--- src/include/piu_pkg.sv ---
`default_nettype none
package piu_pkg;
	// ----------------------------------------
	// Widths and source counts
	// ----------------------------------------
	localparam int NUM_SRC   = 44;
	localparam int IDX_W     = 6;
	localparam int MASK_W    = 12;
	localparam int ADDR_W    = 15;
	localparam int WORD_W    = 24;
	localparam int NUM_CHAN  = 4;
	localparam int NUM_LINE  = 8;
	localparam int NUM_EXT   = 32;
	localparam int SYNC_W    = 40;
	// ----------------------------------------
	// Scan order, index 0 ranks highest
	// ----------------------------------------
	localparam logic [5:0] IDX_OVF  = 6'h00;
	localparam logic [5:0] IDX_EXT0 = 6'h04;
	localparam logic [5:0] IDX_CH0  = 6'h24;
	localparam logic [5:0] IDX_SM   = 6'h28;
	localparam logic [5:0] IDX_RTC  = 6'h29;
	localparam logic [5:0] IDX_MAN  = 6'h2a;
	localparam logic [5:0] IDX_AP   = 6'h2b;
	// ----------------------------------------
	// Mask register bit positions
	// ----------------------------------------
	localparam int MB_RTC  = 8;
	localparam int MB_EXP  = 9;
	localparam int MB_ARI  = 10;
	localparam int MB_SM   = 11;
	localparam logic [11:0] MASK_RST = 12'h000;
	localparam logic [7:0]  MASK_HI  = 8'hf0;
	// ----------------------------------------
	// Condition codes (octal)
	// ----------------------------------------
	localparam logic [11:0] CODE_CHAN = 12'o0100;
	localparam logic [11:0] CODE_RTC  = 12'o0110;
	localparam logic [11:0] CODE_OVF  = 12'o0111;
	localparam logic [11:0] CODE_SM   = 12'o0115;
	localparam logic [11:0] CODE_MAN  = 12'o0116;
	localparam logic [11:0] CODE_AP   = 12'o0117;
	// ----------------------------------------
	// Low memory locations and write masks
	// ----------------------------------------
	localparam logic [14:0] RET_ADDR  = 15'o00004;
	localparam logic [14:0] VEC_ADDR  = 15'o00005;
	localparam logic [23:0] FULL_MASK = 24'hffffff;
	localparam logic [23:0] CODE_MASK = 24'h000fff;
	// ----------------------------------------
	// Entry sequence states, Gray coded
	// ----------------------------------------
	typedef enum logic [1:0] {
		SEQ_IDLE = 2'b00,
		SEQ_RET  = 2'b01,
		SEQ_CODE = 2'b11
	} seq_e;
endpackage : piu_pkg
`default_nettype wire

--- src/pin_sync.sv ---
`timescale 1ns/100ps
`default_nettype none
module pin_sync #(
	parameter int WIDTH = 1
) (
	// Clock and reset
	input  wire logic             sys_clk,
	input  wire logic             arst_n,
	// Pins in, synchronised out
	input  wire logic [WIDTH-1:0] pinIn,
	output logic      [WIDTH-1:0] pinOut
);
	logic [WIDTH-1:0] stage1;

	// Two flops; only the second stage is read outside
	always_ff @(posedge sys_clk or negedge arst_n) begin
		if (!arst_n) begin
			stage1 <= '0;
			pinOut <= '0;
		end else begin
			stage1 <= pinIn;
			pinOut <= stage1;
		end
	end
endmodule : pin_sync
`default_nettype wire

--- src/first_set.sv ---
`timescale 1ns/100ps
`default_nettype none
module first_set #(
	parameter int N  = 44,
	parameter int IW = 6
) (
	// Request vector, bit 0 ranks highest
	input  wire logic [N-1:0] req,
	// Winner
	output logic              found,
	output logic [IW-1:0]     idx
);
	// Walk down from bit N-1 so the lowest set bit wins
	always_comb begin
		found = 1'b0;
		idx   = '0;
		for (int i = N - 1; i >= 0; i--) begin
			if (req[i]) begin
				found = 1'b1;
				idx   = IW'(i);
			end
		end
	end
endmodule : first_set
`default_nettype wire

--- src/prioritized_interrupt_unit.sv ---
`timescale 1ns/100ps
`default_nettype none
// Overview of operation
// RL1: Search/move 40, clock 41, manual 42, processor 43
// RL2: Sense ignores mask; sensing clears faults
// RL3: Absent channels sense active, mask stays zero
// RL4: Four events clear equipment interrupts
// RL5: Channel interrupts cleared only by two instructions and master clear
// RL6: 32 lines; lower line, lower channel win; code ranks by channel first, then by line
// RL7: Lower channel wins among channel interrupts
// RL8: Clock, arithmetic, search/move cleared four ways
// RL9: Mask-operand clear hits channel and internal interrupts, not equipment
// RL10: Program clears equipment before channel interrupt
// RL11: Manual, processor interrupts self-clear when taken
// RL12: Take needs mask, enable, cause, scan
// RL13: Take at fetch point, store P at 00004
// RL14: Code into low 12 bits of 00005
// RL15: Then fetch from address 00005
// RL16: Octal codes carry line and channel
// RL17: Internal codes run 0110 through 0117
// RL18: Twelve mask bits, fixed source layout
// RL19: Set/clear mask alter selected bits only
// RL20: Entry disables; enable lags one instruction
// RL21: Scanner returns to top after service
// RL22: Exactly one, highest, taken per fetch point
module prioritized_interrupt_unit (
	// Clock and reset
	input  wire logic        sys_clk,
	input  wire logic        arst_n,
	// Pins from equipment and console
	input  wire logic [31:0] extIrq,
	input  wire logic [3:0]  chanPresent,
	input  wire logic        manualSwitch,
	input  wire logic        master_clear_button,
	input  wire logic        extClearButton,
	input  wire logic        intClearButton,
	// Internal condition events
	input  wire logic [3:0]  chanEvent,
	input  wire logic        rtcEvent,
	input  wire logic        ovfEvent,
	input  wire logic        divEvent,
	input  wire logic        expEvent,
	input  wire logic        bcdEvent,
	input  wire logic        smEvent,
	input  wire logic        apEvent,
	// Instruction strobes from the sequencer
	input  wire logic        fetch_next_cycle,
	input  wire logic [14:0] pAddr,
	input  wire logic        instrDone,
	input  wire logic        global_enable_instr,
	input  wire logic        disableInstr,
	input  wire logic        mask_bit_set_instr,
	input  wire logic        mask_bit_clear_instr,
	input  wire logic [11:0] maskOperand,
	input  wire logic        sense_interrupt_instr,
	input  wire logic [11:0] senseSel,
	input  wire logic        mask_operand_clear_instr,
	input  wire logic        channel_equipment_clear_instr,
	input  wire logic [3:0]  chanSel,
	input  wire logic        funcStrobe,
	input  wire logic        funcReselect,
	input  wire logic [1:0]  funcChan,
	input  wire logic [2:0]  funcLine,
	// Memory writes and vectoring
	output logic             memWe,
	output logic [14:0]      memAddr,
	output logic [23:0]      memData,
	output logic [23:0]      memMask,
	output logic             jumpReq,
	output logic [14:0]      jumpAddr,
	// Status
	output logic             irqTaken,
	output logic [11:0]      irqCode,
	output logic             senseValid,
	output logic [11:0]      senseResult,
	output logic [11:0]      maskOut,
	output logic             intEnabled
);
	// ----------------------------------------
	// State
	// ----------------------------------------
	typedef struct packed {
		logic [11:0]     mask;
		logic            gEn;
		logic            arm;
		logic            ovf, div, exp, bcd;
		logic            sm, rtc, man, ap;
		logic [3:0]      chanPend;
		logic [31:0]     equip;
		logic [31:0]     extPrev;
		logic            manPrev;
		piu_pkg::seq_e   fsm;
		logic [11:0]     code;
		logic            memWe;
		logic [14:0]     memAddr;
		logic [23:0]     memData;
		logic [23:0]     memMask;
		logic            jump;
		logic [14:0]     jumpAddr;
		logic            taken;
		logic            sValid;
		logic [11:0]     sRes;
	} state_s;

	state_s st;
	state_s next_st;

	logic [31:0] extS;
	logic [3:0]  presS;
	logic        manS, mcS, extClrS, intClrS;
	logic [43:0] req;
	logic [3:0]  chq;
	logic [31:0] exq;
	logic [11:0] validMask;
	logic        found;
	logic [5:0]  idx;
	logic        takeNow;
	logic        clrAri, clrExp, clrRtc, clrSm;
	logic [3:0]  clrCh;
	logic [31:0] clrEq;
	logic [31:0] funcHit;
	logic [3:0]  chanAct;

	// ----------------------------------------
	// Pin synchronisers
	// ----------------------------------------
	pin_sync #(.WIDTH(piu_pkg::SYNC_W)) u_sync (
		.sys_clk (sys_clk),
		.arst_n  (arst_n),
		.pinIn   ({extIrq, chanPresent, manualSwitch,
		            master_clear_button, extClearButton, intClearButton}),
		.pinOut  ({extS, presS, manS, mcS, extClrS, intClrS})
	);

	// ----------------------------------------
	// Priority scan
	// ----------------------------------------
	// Absent channels cannot keep a mask bit past the next edge
	assign validMask = {piu_pkg::MASK_HI, presS}; // see RL3 see RL18

	// Each source qualified by its mask bit; manual, processor unmasked
	always_comb begin
		for (int c = 0; c < piu_pkg::NUM_CHAN; c++) begin
			exq[c*8 +: 8] = st.equip[c*8 +: 8] & {8{st.mask[c] & presS[c]}}; // see RL6
			chq[c]        = st.chanPend[c] & st.mask[c] & presS[c]; // see RL7
		end
	end

	// Bit order is the scan order from the top of the list
	assign req = {st.ap, st.man,
	              st.rtc & st.mask[piu_pkg::MB_RTC],
	              st.sm & st.mask[piu_pkg::MB_SM],
	              chq, exq,
	              st.bcd & st.mask[piu_pkg::MB_EXP],
	              st.exp & st.mask[piu_pkg::MB_EXP],
	              st.div & st.mask[piu_pkg::MB_ARI],
	              st.ovf & st.mask[piu_pkg::MB_ARI]}; // see RL1 see RL12

	first_set #(.N(piu_pkg::NUM_SRC), .IW(piu_pkg::IDX_W)) u_scan (
		.req   (req),
		.found (found),
		.idx   (idx)
	); // see RL22

	// Recognition only at the fetch point, with the system enabled
	assign takeNow = fetch_next_cycle && found && st.gEn
	                 && (st.fsm == piu_pkg::SEQ_IDLE); // see RL12 see RL13

	// Octal code of a scan index
	function automatic logic [11:0] codeOf(input logic [5:0] i);
		logic [5:0] e;
		e = i - piu_pkg::IDX_EXT0;
		if (i < piu_pkg::IDX_EXT0)
			codeOf = piu_pkg::CODE_OVF + {10'h000, i[1:0]}; // see RL17
		else if (i < piu_pkg::IDX_CH0)
			codeOf = {6'h00, e[2:0], 1'b0, e[4:3]}; // see RL16
		else if (i < piu_pkg::IDX_SM)
			codeOf = piu_pkg::CODE_CHAN | {10'h000, i[1:0]}; // see RL16
		else if (i == piu_pkg::IDX_SM)
			codeOf = piu_pkg::CODE_SM;
		else if (i == piu_pkg::IDX_RTC)
			codeOf = piu_pkg::CODE_RTC;
		else if (i == piu_pkg::IDX_MAN)
			codeOf = piu_pkg::CODE_MAN;
		else
			codeOf = piu_pkg::CODE_AP; // see RL17
	endfunction : codeOf

	// ----------------------------------------
	// Clear terms
	// ----------------------------------------
	// Internal clears come from sense, mask-operand clear or buttons
	assign clrAri = mcS | intClrS
	                | (mask_operand_clear_instr & st.mask[piu_pkg::MB_ARI])
	                | (sense_interrupt_instr & senseSel[piu_pkg::MB_ARI]); // see RL8
	assign clrExp = mcS | intClrS
	                | (mask_operand_clear_instr & st.mask[piu_pkg::MB_EXP])
	                | (sense_interrupt_instr & senseSel[piu_pkg::MB_EXP]); // see RL2
	assign clrRtc = mcS | intClrS
	                | (mask_operand_clear_instr & st.mask[piu_pkg::MB_RTC])
	                | (sense_interrupt_instr & senseSel[piu_pkg::MB_RTC]); // see RL8
	assign clrSm  = mcS | intClrS
	                | (mask_operand_clear_instr & st.mask[piu_pkg::MB_SM])
	                | (sense_interrupt_instr & senseSel[piu_pkg::MB_SM]); // see RL8

	// Channel interrupts: mask-operand clear uses the mask as selection
	assign clrCh = {4{mcS}}
	               | ({4{mask_operand_clear_instr}} & st.mask[3:0]) // see RL9
	               | ({4{channel_equipment_clear_instr}} & chanSel); // see RL5

	// Function code addresses one equipment line
	always_comb begin
		funcHit = '0;
		funcHit[{funcChan, funcLine}] = funcStrobe & funcReselect;
	end

	// Equipment lines; mask-operand clear leaves these alone
	assign clrEq = {32{mcS | extClrS}} | funcHit
	               | ({32{channel_equipment_clear_instr}}
	                  & {{8{chanSel[3]}}, {8{chanSel[2]}},
	                     {8{chanSel[1]}}, {8{chanSel[0]}}}); // see RL4 see RL10

	// Sense view per channel; missing channels always look active
	always_comb begin
		for (int c = 0; c < piu_pkg::NUM_CHAN; c++)
			chanAct[c] = presS[c] ? (st.chanPend[c] | (|st.equip[c*8 +: 8]))
			                      : 1'b1; // see RL3
	end

	// ----------------------------------------
	// Next state
	// ----------------------------------------
	// Events always beat a clear in the same cycle
	always_comb begin
		next_st        = st;
		next_st.memWe  = 1'b0;
		next_st.jump   = 1'b0;
		next_st.taken  = 1'b0;
		next_st.sValid = 1'b0;

		// Mask update, then strip bits that may not be held
		if (mask_bit_set_instr)
			next_st.mask = st.mask | maskOperand; // see RL19
		if (mask_bit_clear_instr)
			next_st.mask = next_st.mask & ~maskOperand; // see RL19
		next_st.mask = next_st.mask & validMask; // see RL3

		// Pending conditions
		next_st.ovf = (st.ovf & ~clrAri) | ovfEvent;
		next_st.div = (st.div & ~clrAri) | divEvent;
		next_st.exp = (st.exp & ~clrExp) | expEvent;
		next_st.bcd = (st.bcd & ~clrExp) | bcdEvent;
		next_st.rtc = (st.rtc & ~clrRtc) | rtcEvent;
		next_st.sm  = (st.sm & ~clrSm) | smEvent;
		next_st.chanPend = (st.chanPend & ~clrCh) | chanEvent; // see RL5
		next_st.extPrev  = extS;
		next_st.equip    = (st.equip & ~clrEq) | (extS & ~st.extPrev);
		next_st.manPrev  = manS;
		next_st.man = (st.man & ~mcS) | (manS & ~st.manPrev);
		next_st.ap  = (st.ap & ~mcS) | apEvent;

		// Sense reports pending state whatever the mask holds
		if (sense_interrupt_instr) begin
			next_st.sValid = 1'b1;
			next_st.sRes   = senseSel & {st.sm, st.ovf | st.div,
			                             st.exp | st.bcd, st.rtc,
			                             4'h0, chanAct}; // see RL2
		end

		// Enable takes hold only after one more instruction
		if (instrDone && st.arm) begin
			next_st.gEn = 1'b1;
			next_st.arm = 1'b0;
		end
		if (global_enable_instr)
			next_st.arm = 1'b1; // see RL20
		if (disableInstr || mcS) begin
			next_st.gEn = 1'b0;
			next_st.arm = 1'b0;
		end

		// Entry sequence: return address, code, then vector
		case (st.fsm)
			piu_pkg::SEQ_IDLE: begin
				if (takeNow) begin
					next_st.taken   = 1'b1;
					next_st.gEn     = 1'b0; // see RL20
					next_st.arm     = 1'b0;
					next_st.code    = codeOf(idx);
					next_st.memWe   = 1'b1;
					next_st.memAddr = piu_pkg::RET_ADDR; // see RL13
					next_st.memData = {9'h000, pAddr};
					next_st.memMask = piu_pkg::FULL_MASK;
					next_st.fsm     = piu_pkg::SEQ_RET;
					// Self-clearing sources; set still wins
					if (idx == piu_pkg::IDX_MAN)
						next_st.man = manS & ~st.manPrev; // see RL11
					if (idx == piu_pkg::IDX_AP)
						next_st.ap = apEvent; // see RL11
				end
			end
			piu_pkg::SEQ_RET: begin
				next_st.memWe   = 1'b1;
				next_st.memAddr = piu_pkg::VEC_ADDR;
				next_st.memData = {12'h000, st.code};
				next_st.memMask = piu_pkg::CODE_MASK; // see RL14
				next_st.fsm     = piu_pkg::SEQ_CODE;
			end
			piu_pkg::SEQ_CODE: begin
				next_st.jump     = 1'b1;
				next_st.jumpAddr = piu_pkg::VEC_ADDR; // see RL15
				next_st.fsm      = piu_pkg::SEQ_IDLE; // see RL21
			end
			default: next_st.fsm = piu_pkg::SEQ_IDLE;
		endcase
	end

	// ----------------------------------------
	// State register
	// ----------------------------------------
	always_ff @(posedge sys_clk or negedge arst_n) begin
		if (!arst_n) begin
			st      <= '0;
			st.mask <= piu_pkg::MASK_RST;
			st.fsm  <= piu_pkg::SEQ_IDLE;
		end else begin
			st <= next_st;
		end
	end

	// Outputs straight from the state flops
	assign memWe       = st.memWe;
	assign memAddr     = st.memAddr;
	assign memData     = st.memData;
	assign memMask     = st.memMask;
	assign jumpReq     = st.jump;
	assign jumpAddr    = st.jumpAddr;
	assign irqTaken    = st.taken;
	assign irqCode     = st.code;
	assign senseValid  = st.sValid;
	assign senseResult = st.sRes;
	assign maskOut     = st.mask;
	assign intEnabled  = st.gEn;

	// ----------------------------------------
	// Checks
	// ----------------------------------------
	chk_ret_store: assert property (@(posedge sys_clk) disable iff (!arst_n) // see RL13
		takeNow |=> memWe && memAddr == piu_pkg::RET_ADDR
		            && memData[14:0] == $past(pAddr))
		else $error("return address not stored");
	chk_code_store: assert property (@(posedge sys_clk) disable iff (!arst_n) // see RL14
		takeNow |=> ##1 memWe && memAddr == piu_pkg::VEC_ADDR
		            && memMask == piu_pkg::CODE_MASK && memData[11:0] == irqCode)
		else $error("code not stored");
	chk_vector_jump: assert property (@(posedge sys_clk) disable iff (!arst_n) // see RL15
		takeNow |=> ##2 jumpReq && jumpAddr == piu_pkg::VEC_ADDR)
		else $error("no vector jump");
	chk_entry_off: assert property (@(posedge sys_clk) disable iff (!arst_n) // see RL20
		takeNow |=> !intEnabled [*3])
		else $error("enable survives entry");
	chk_enable_lag: assert property (@(posedge sys_clk) disable iff (!arst_n) // see RL20
		global_enable_instr && !intEnabled |=> !intEnabled)
		else $error("enable took effect early");
	chk_absent_mask: assert property (@(posedge sys_clk) disable iff (!arst_n) // see RL3
		$stable(presS) |-> (maskOut[3:0] & ~presS) == 4'h0)
		else $error("absent channel mask set");
	chk_absent_sense: assert property (@(posedge sys_clk) disable iff (!arst_n) // see RL3
		sense_interrupt_instr |=> senseValid
		&& ((~$past(presS) & $past(senseSel[3:0]) & ~senseResult[3:0]) == 4'h0))
		else $error("absent channel sensed idle");
	chk_sense_clear: assert property (@(posedge sys_clk) disable iff (!arst_n) // see RL2
		sense_interrupt_instr && senseSel[piu_pkg::MB_ARI] && !ovfEvent |=> !st.ovf)
		else $error("sensed fault not cleared");
	chk_manual_clear: assert property (@(posedge sys_clk) disable iff (!arst_n) // see RL11
		takeNow && idx == piu_pkg::IDX_MAN && !(manS && !st.manPrev) |=> !st.man)
		else $error("manual not self-cleared");
	chk_rtc_code: assert property (@(posedge sys_clk) disable iff (!arst_n) // see RL17
		takeNow && idx == piu_pkg::IDX_RTC |=> irqTaken && irqCode == piu_pkg::CODE_RTC)
		else $error("wrong clock code");
	chk_top_line: assert property (@(posedge sys_clk) disable iff (!arst_n) // see RL6
		takeNow && req[piu_pkg::IDX_EXT0] && req[3:0] == 4'h0 |=> irqCode == 12'h000)
		else $error("line 0 channel 0 lost");
endmodule : prioritized_interrupt_unit
`default_nettype wire

--- config.mk ---
export PLATFORM = sky130hd
export DESIGN_NAME = prioritized_interrupt_unit
export DESIGN_NICKNAME = d
export VERILOG_FILES = /design/src/include/piu_pkg.sv /design/src/pin_sync.sv /design/src/first_set.sv /design/src/prioritized_interrupt_unit.sv
export SDC_FILE = /design/constraint.sdc
export NUM_CORES = 1
export LEC_CHECK = 0
export BUFFER_PORTS_ARGS = -buffer_cell sky130_fd_sc_hd__buf_2
export CORE_UTILIZATION = 35
export DETAILED_ROUTE_END_ITERATION = 10
export GPL_TIMING_DRIVEN = 0
export PLACE_DENSITY_LB_ADDON = 0.15
export SETUP_SLACK_MARGIN = 0.05
export SKIP_CTS_REPAIR_TIMING = 1
export SLEW_MARGIN = 40
export SYNTH_ARGS = -nofsm -noshare
export SYNTH_HDL_FRONTEND = slang
export SYNTH_SLANG_ARGS = --single-unit
--- constraint.sdc ---
create_clock -name sys_clk -period 3.01 [get_ports sys_clk]
set_clock_uncertainty 0.2 [all_clocks]
set_input_delay 0.301 -clock sys_clk [delete_from_list [all_inputs] [get_ports sys_clk]]
set_output_delay 0.301 -clock sys_clk [all_outputs]
set_load 0.01 [all_outputs]
# Word level (Yosys, flattened, before mapping)
# Index checks and enable logic that the tools add are counted.
[totals] reg_bits=265 in_bits=112 output_inout_bits=119 elab_cells=265
[op_classes] addsub=2 order_cmp=5 eq_ne=7 muxes=118 n_bitwise=91 n_reduce_logical=14
[ops] op="6-bit 2-to-1 mux" n=44
[ops] op="32-bit AND" n=4
[ops] op="64-bit one-hot mux with 2 select lines" n=1
[ops] op="32-bit bitwise OR" n=3
[ops] op="78-bit 2-to-1 mux" n=1
[ops] op="32-bit inverter" n=2
[ops] op="1-bit 2-to-1 mux" n=55
[ops] op="1-bit AND" n=36
[ops] op="12-bit AND" n=3
[ops] op="8-bit AND" n=4
[ops] op="8-bit OR reduction" n=4
[ops] op="6-bit == test, second input constant" n=4
[ops] op="12-bit 2-to-1 mux" n=2
[ops] op="1-bit bitwise OR" n=24
[ops] op="16-bit 2-to-1 mux" n=1
[ops] op="13-bit 2-to-1 mux" n=1
[ops] op="4-bit AND" n=3
[ops] op="6-bit less-than comparator, second input constant" n=2
[ops] op="2-bit 2-to-1 mux" n=6
[ops] op="12-bit inverter" n=1
[ops] op="12-bit bitwise OR" n=1
[ops] op="4-bit bitwise OR" n=3
[ops] op="7-bit by 2-bit adder with 8-bit output, first input constant" n=1
[ops] op="8-bit 2-to-1 mux" n=1
[ops] op="other kinds (19)" n=30

# Depth between registers and ports, before layout
[depth] ltp_word=53 depth_mapped=11 ltp_nobuf=11

# Hierarchy
# A second synthesis with hierarchy kept.
[unflattened] cells_unflattened=783 area_unflattened_um2=8734.6
[by_module_without_submodules] module="prioritized_interrupt_unit" instances=1 cells_per_inst=608 area_per_inst_um2=6189.7 seq_area_each_um2=3178.0
[by_module_without_submodules] module="pin_sync" instances=1 cells_per_inst=80 area_per_inst_um2=2001.9 seq_area_each_um2=2001.9
[by_module_without_submodules] module="first_set" instances=1 cells_per_inst=95 area_per_inst_um2=543.0 seq_area_each_um2=0.0

# Worst setup path after synthesis
# OpenSTA, ideal clock, no wires.
[synth_timing] kind="register -> register" from="register st[153] (netlist name)" to="register st (netlist bit irqCode[1])" setup_time_ns=0.134 t_arrival_ns=2.317 required_ns=2.676 setup_slack_ns=0.359 path_stages_with_launch=11 n_path_buf=0 period_less_slack_ns=2.651 cell_sequence="dfrtp_1 nor2b_1 o311ai_0 o22ai_1 a22oi_1 o211ai_1 ha_1 a21oi_1 nor2_1 a2111oi_0 a21oi_1"
[synth_via] elab_chain_cells=24 elab_cells_between_ends=51 cone_classes="add/sub (2); order compare (3); eq/ne (2); mux (39); bitwise (1); reduce/logical (4)"
[synth_rtl] element="from (decl)" line="prioritized_interrupt_unit.sv:105" text="state_s st;"
[synth_rtl] element="from (signal assigned)" line="prioritized_interrupt_unit.sv:327" text="st <= next_st;"
[synth_rtl] element="8-bit AND (*)" line="prioritized_interrupt_unit.sv:144" text="exq[c*8 +: 8] = st.equip[c*8 +: 8] & {8{st.mask[c] & presS[c]}};"
[synth_rtl] element="branches (longest 23 deep; another with 6-bit 2-to-1 mux)"
# Every way passes the cells marked *.
# A chain may end at the register's enable or synchronous reset.

# Worst setup path after layout
[layout_timing] from="register st[147] (netlist name)" to="register st (netlist bit irqCode[1])"
[layout_via] elab_chain_cells=18 elab_cells_between_ends=39 cone_classes="add/sub (2); order compare (3); eq/ne (2); mux (27); bitwise (1); reduce/logical (4)"
[layout_rtl] element="8-bit AND (*)" line="prioritized_interrupt_unit.sv:144"
[layout_rtl] element="branches (longest 17 deep; another with 6-bit less-than comparator)"
# Marked as above.

==> results.tsv <==
metric	value	unit
status	complete, no violations	
Clock Latency Late Sink	510	ps
Clock Root Buffer	clkbuf_16	
sum of buffers and inverters on the critical path	0	
GR Layer Usage met3	0.03204	
drt total wl	20880	µm
count of state elements after synthesis	207	
Synth top area share	0.5979	
met2 Use GR	0.2486	
CTS tree	built	
CP endpoint kind	flip-flop	
crit path max fanout	4	
Most Used Layer, Global Route	met2	
Min Hold Slack	26.07	ps
DP HPWL	14600	µm
initial antenna violation count	1	
Area contributors post-synth	dfrtp_1 (60%), buf_4 (10%), o21ai_0 (3.4%)	
most frequent cells in the layout	dfrtp_1 (196), buf_2 (169), buf_4 (121)	
CP max stage cell	dfrtp_2	
die area	0.02539	mm²
first-pass GRT wire length	31750	µm
CTS max path bufs	3	
hold path cells	2	
# port buffers	170	
# IOs	231	
Setup violations, final	0	
CTS buffer count	23	
Pre-antenna DRT Iters	5	
Post-synth EDFFs	0	
# diodes	0	
r2r endpoint	irqCode[1]$_DFFE_PN0P_	
gr ovfl total	0	
die width	159.3	µm
Final ANT Viol Nets	0	
Nets	1227	
Final Hold Vio Count	0	
most frequent cell on the critical path	a21oi_1	
DR WL/cell	14.40	µm
Final period util	0.9473	
clk slew on worst S/H paths	60	ps
H-tree levels	1	
Worst Max-Slew Pin Slew	774.8	ps
cell leakage power	0.005831	µW
largest net degree at the start of global routing	72	
Core Region	0.02432	mm²
most common cell after layout, fill and taps aside	dfrtp_1	
P per Cell Area	647.2	mW/mm²
Synth async-reset ratio	1.000	
area grow syn2layout	40.11	%
Synth Cell Area	0.008663	mm²
Sink Count	207	
Hold WC Path Type	input pin to flip-flop	
Crit Path Class	flip-flop to flip-flop	
initial DRC count	299	
YS warnings	0	
Hold EP	maskOut[11]$_DFF_PN0_	
Die H	159.3	µm
fmax	350.7	MHz
vias	6522	
Reg2Reg Depth	9	
setup TNS	0	ps
minimum clock period	2851	ps
post-synthesis cell type count	63	
hold wc startpoint	mask_bit_clear_instr	
register area share after synthesis	0.5979	
critical-path cell list	o41ai_2, o21ai_0, o21bai_1, o211ai_1, ha_1, a21oi_1, nor2_1, a2111oi_2, a21oi_1	
WP data required	3190	ps
CP peak stage delay	460	ps
RSZ-0062 raised after global routing	yes	
startpoint types	flip-flop	
drt drc	0	
Filler Cell Count	2202	
FP Rows	57	
CP top delay family	compound AO/OA/AOI/OAI gates	
Final Max Tran Viols	0	
top_reg_cell synth	dfrtp_1	
critical path data arrival time	3030	ps
Relative slew margins	0.4835	
Worst IR Drop VDD	360.7	µV
post-synth top area cell	dfrtp_1	
Syn Inst Count	764	
layout cells sized above 1	0.3437	
vias in the first global route	5898	
gr usage total	0.1558	
Initial Utilization	0.3562	
max-cap violations	0	
via/cell ratio	4.498	
FF-to-FF Start	st[147]$_DFF_PN0_	
met1 usage	0.2173	
RD Place Congestion	0.9002	
r2r setup slk	160	ps
syn avg cell area	11.34	µm²
-- sequential cells by signal, indices dropped and copies added, names as in the netlist, 2 cells and up --
name / count
senseResult: 8
u_sync.pinOut: 40
irqCode: 7
u_sync.stage1: 40
st: 78
maskOut: 8
memData: 15
memAddr: 2
req: 2
-- power breakdown --
group	switching [µW]	internal, µW	total (µW)	leakage (µW)
logic	732	846	1580	0.00294
clock network	1100	1900	3000	0.000403
registers	233	3040	3280	0.00249
-- area by class of cell --
class | instances | area (µm²) | share of cell area
timing repair buffer | 273 | 1912 | 0.1575
clock inverter | 10 | 162.7 | 0.01340
inverter | 55 | 209.0 | 0.01721
multi-input combinational | 422 | 2655 | 0.2187
buffer | 127 | 930.9 | 0.07669
sequential | 207 | 5194 | 0.4279
tap | 324 | 405.4 | 0.03340
clock buffer | 32 | 669.4 | 0.05515
-- kinds of logic after synthesis --
| logic type | Yosys count | synth area share |
|---|---|---|
| flip-flops | 207 | 0.5979 |
| AO/OA/AOI/OAI | 206 | 0.1594 |
| buffers and inverters | 182 | 0.1316 |
| AND/OR/NAND/NOR | 162 | 0.1020 |
| adder cells (fa/ha/maj) | 6 | 0.008665 |
| other | 1 | 0.0004329 |
-- per-layer routing --
| metal | part of all wire | vias up |
|---|---|---|
| met1 | 0.46 | 3076 |
| li1 | - | 3211 |
| met3 | 0.056 | 29 |
| met5 | 0.00057 | - |
| met2 | 0.47 | 204 |
| met4 | 0.016 | 2 |
-- through the flow --
step / util / setup slack, ps / cell area, µm² / power (µW) / instances
final: 0.4991 / 158.7 / 12140 / 7856 / 1450
after global routing: 0.4991 / -4.654 / 12140 / 8259 / 1450
after CTS: 0.4520 / -222.5 / 10990 / 7803 / 1349
after detailed placement: 0.4178 / -201.2 / 10160 / 4744 / 1307
after global placement: 0.4151 / -2162 / 10100 / 4718 / 1305
after floorplan: - / 358.6 / 8840 / 4199 / 811
-- cells in the mapped netlist, drive strengths merged (3+ instances only) --
library cell and instances:
o21ai 61, ha 6, a31oi 3, nand2 48, nand3b 3, and2 4
a211oi 4, inv 55, a22o 10, o22ai 8, buf 118, nand4 6
o211ai 37, o41ai 3, nor2b 7, a22oi 12, nor4 13, dfrtp 207
nor2 39, a41o 10, a21oi 37, or2 4, clkbuf 9, nor3 5
o21bai 4, nand2b 6, nand3 15
-- how the worst max path moves through the flow --
stage                       from                endpoint  slack (ps)  cells past startpoint
6_report       st[147]$_DFF_PN0_  irqCode[1]$_DFFE_PN0P_         160                      9
5_1_grt        st[157]$_DFF_PN0_  irqCode[1]$_DFFE_PN0P_          -5                     10
4_1_cts        st[153]$_DFF_PN0_  irqCode[1]$_DFFE_PN0P_        -220                     10
3_5_place_dp   st[153]$_DFF_PN0_  irqCode[1]$_DFFE_PN0P_        -200                     10
3_3_place_gp              arst_n       jumpReq$_DFF_PN0_       -2160                      1
2_1_floorplan  st[153]$_DFF_PN0_  irqCode[1]$_DFFE_PN0P_         360                     10
Note: power is estimated with default switching activity, not from simulation.
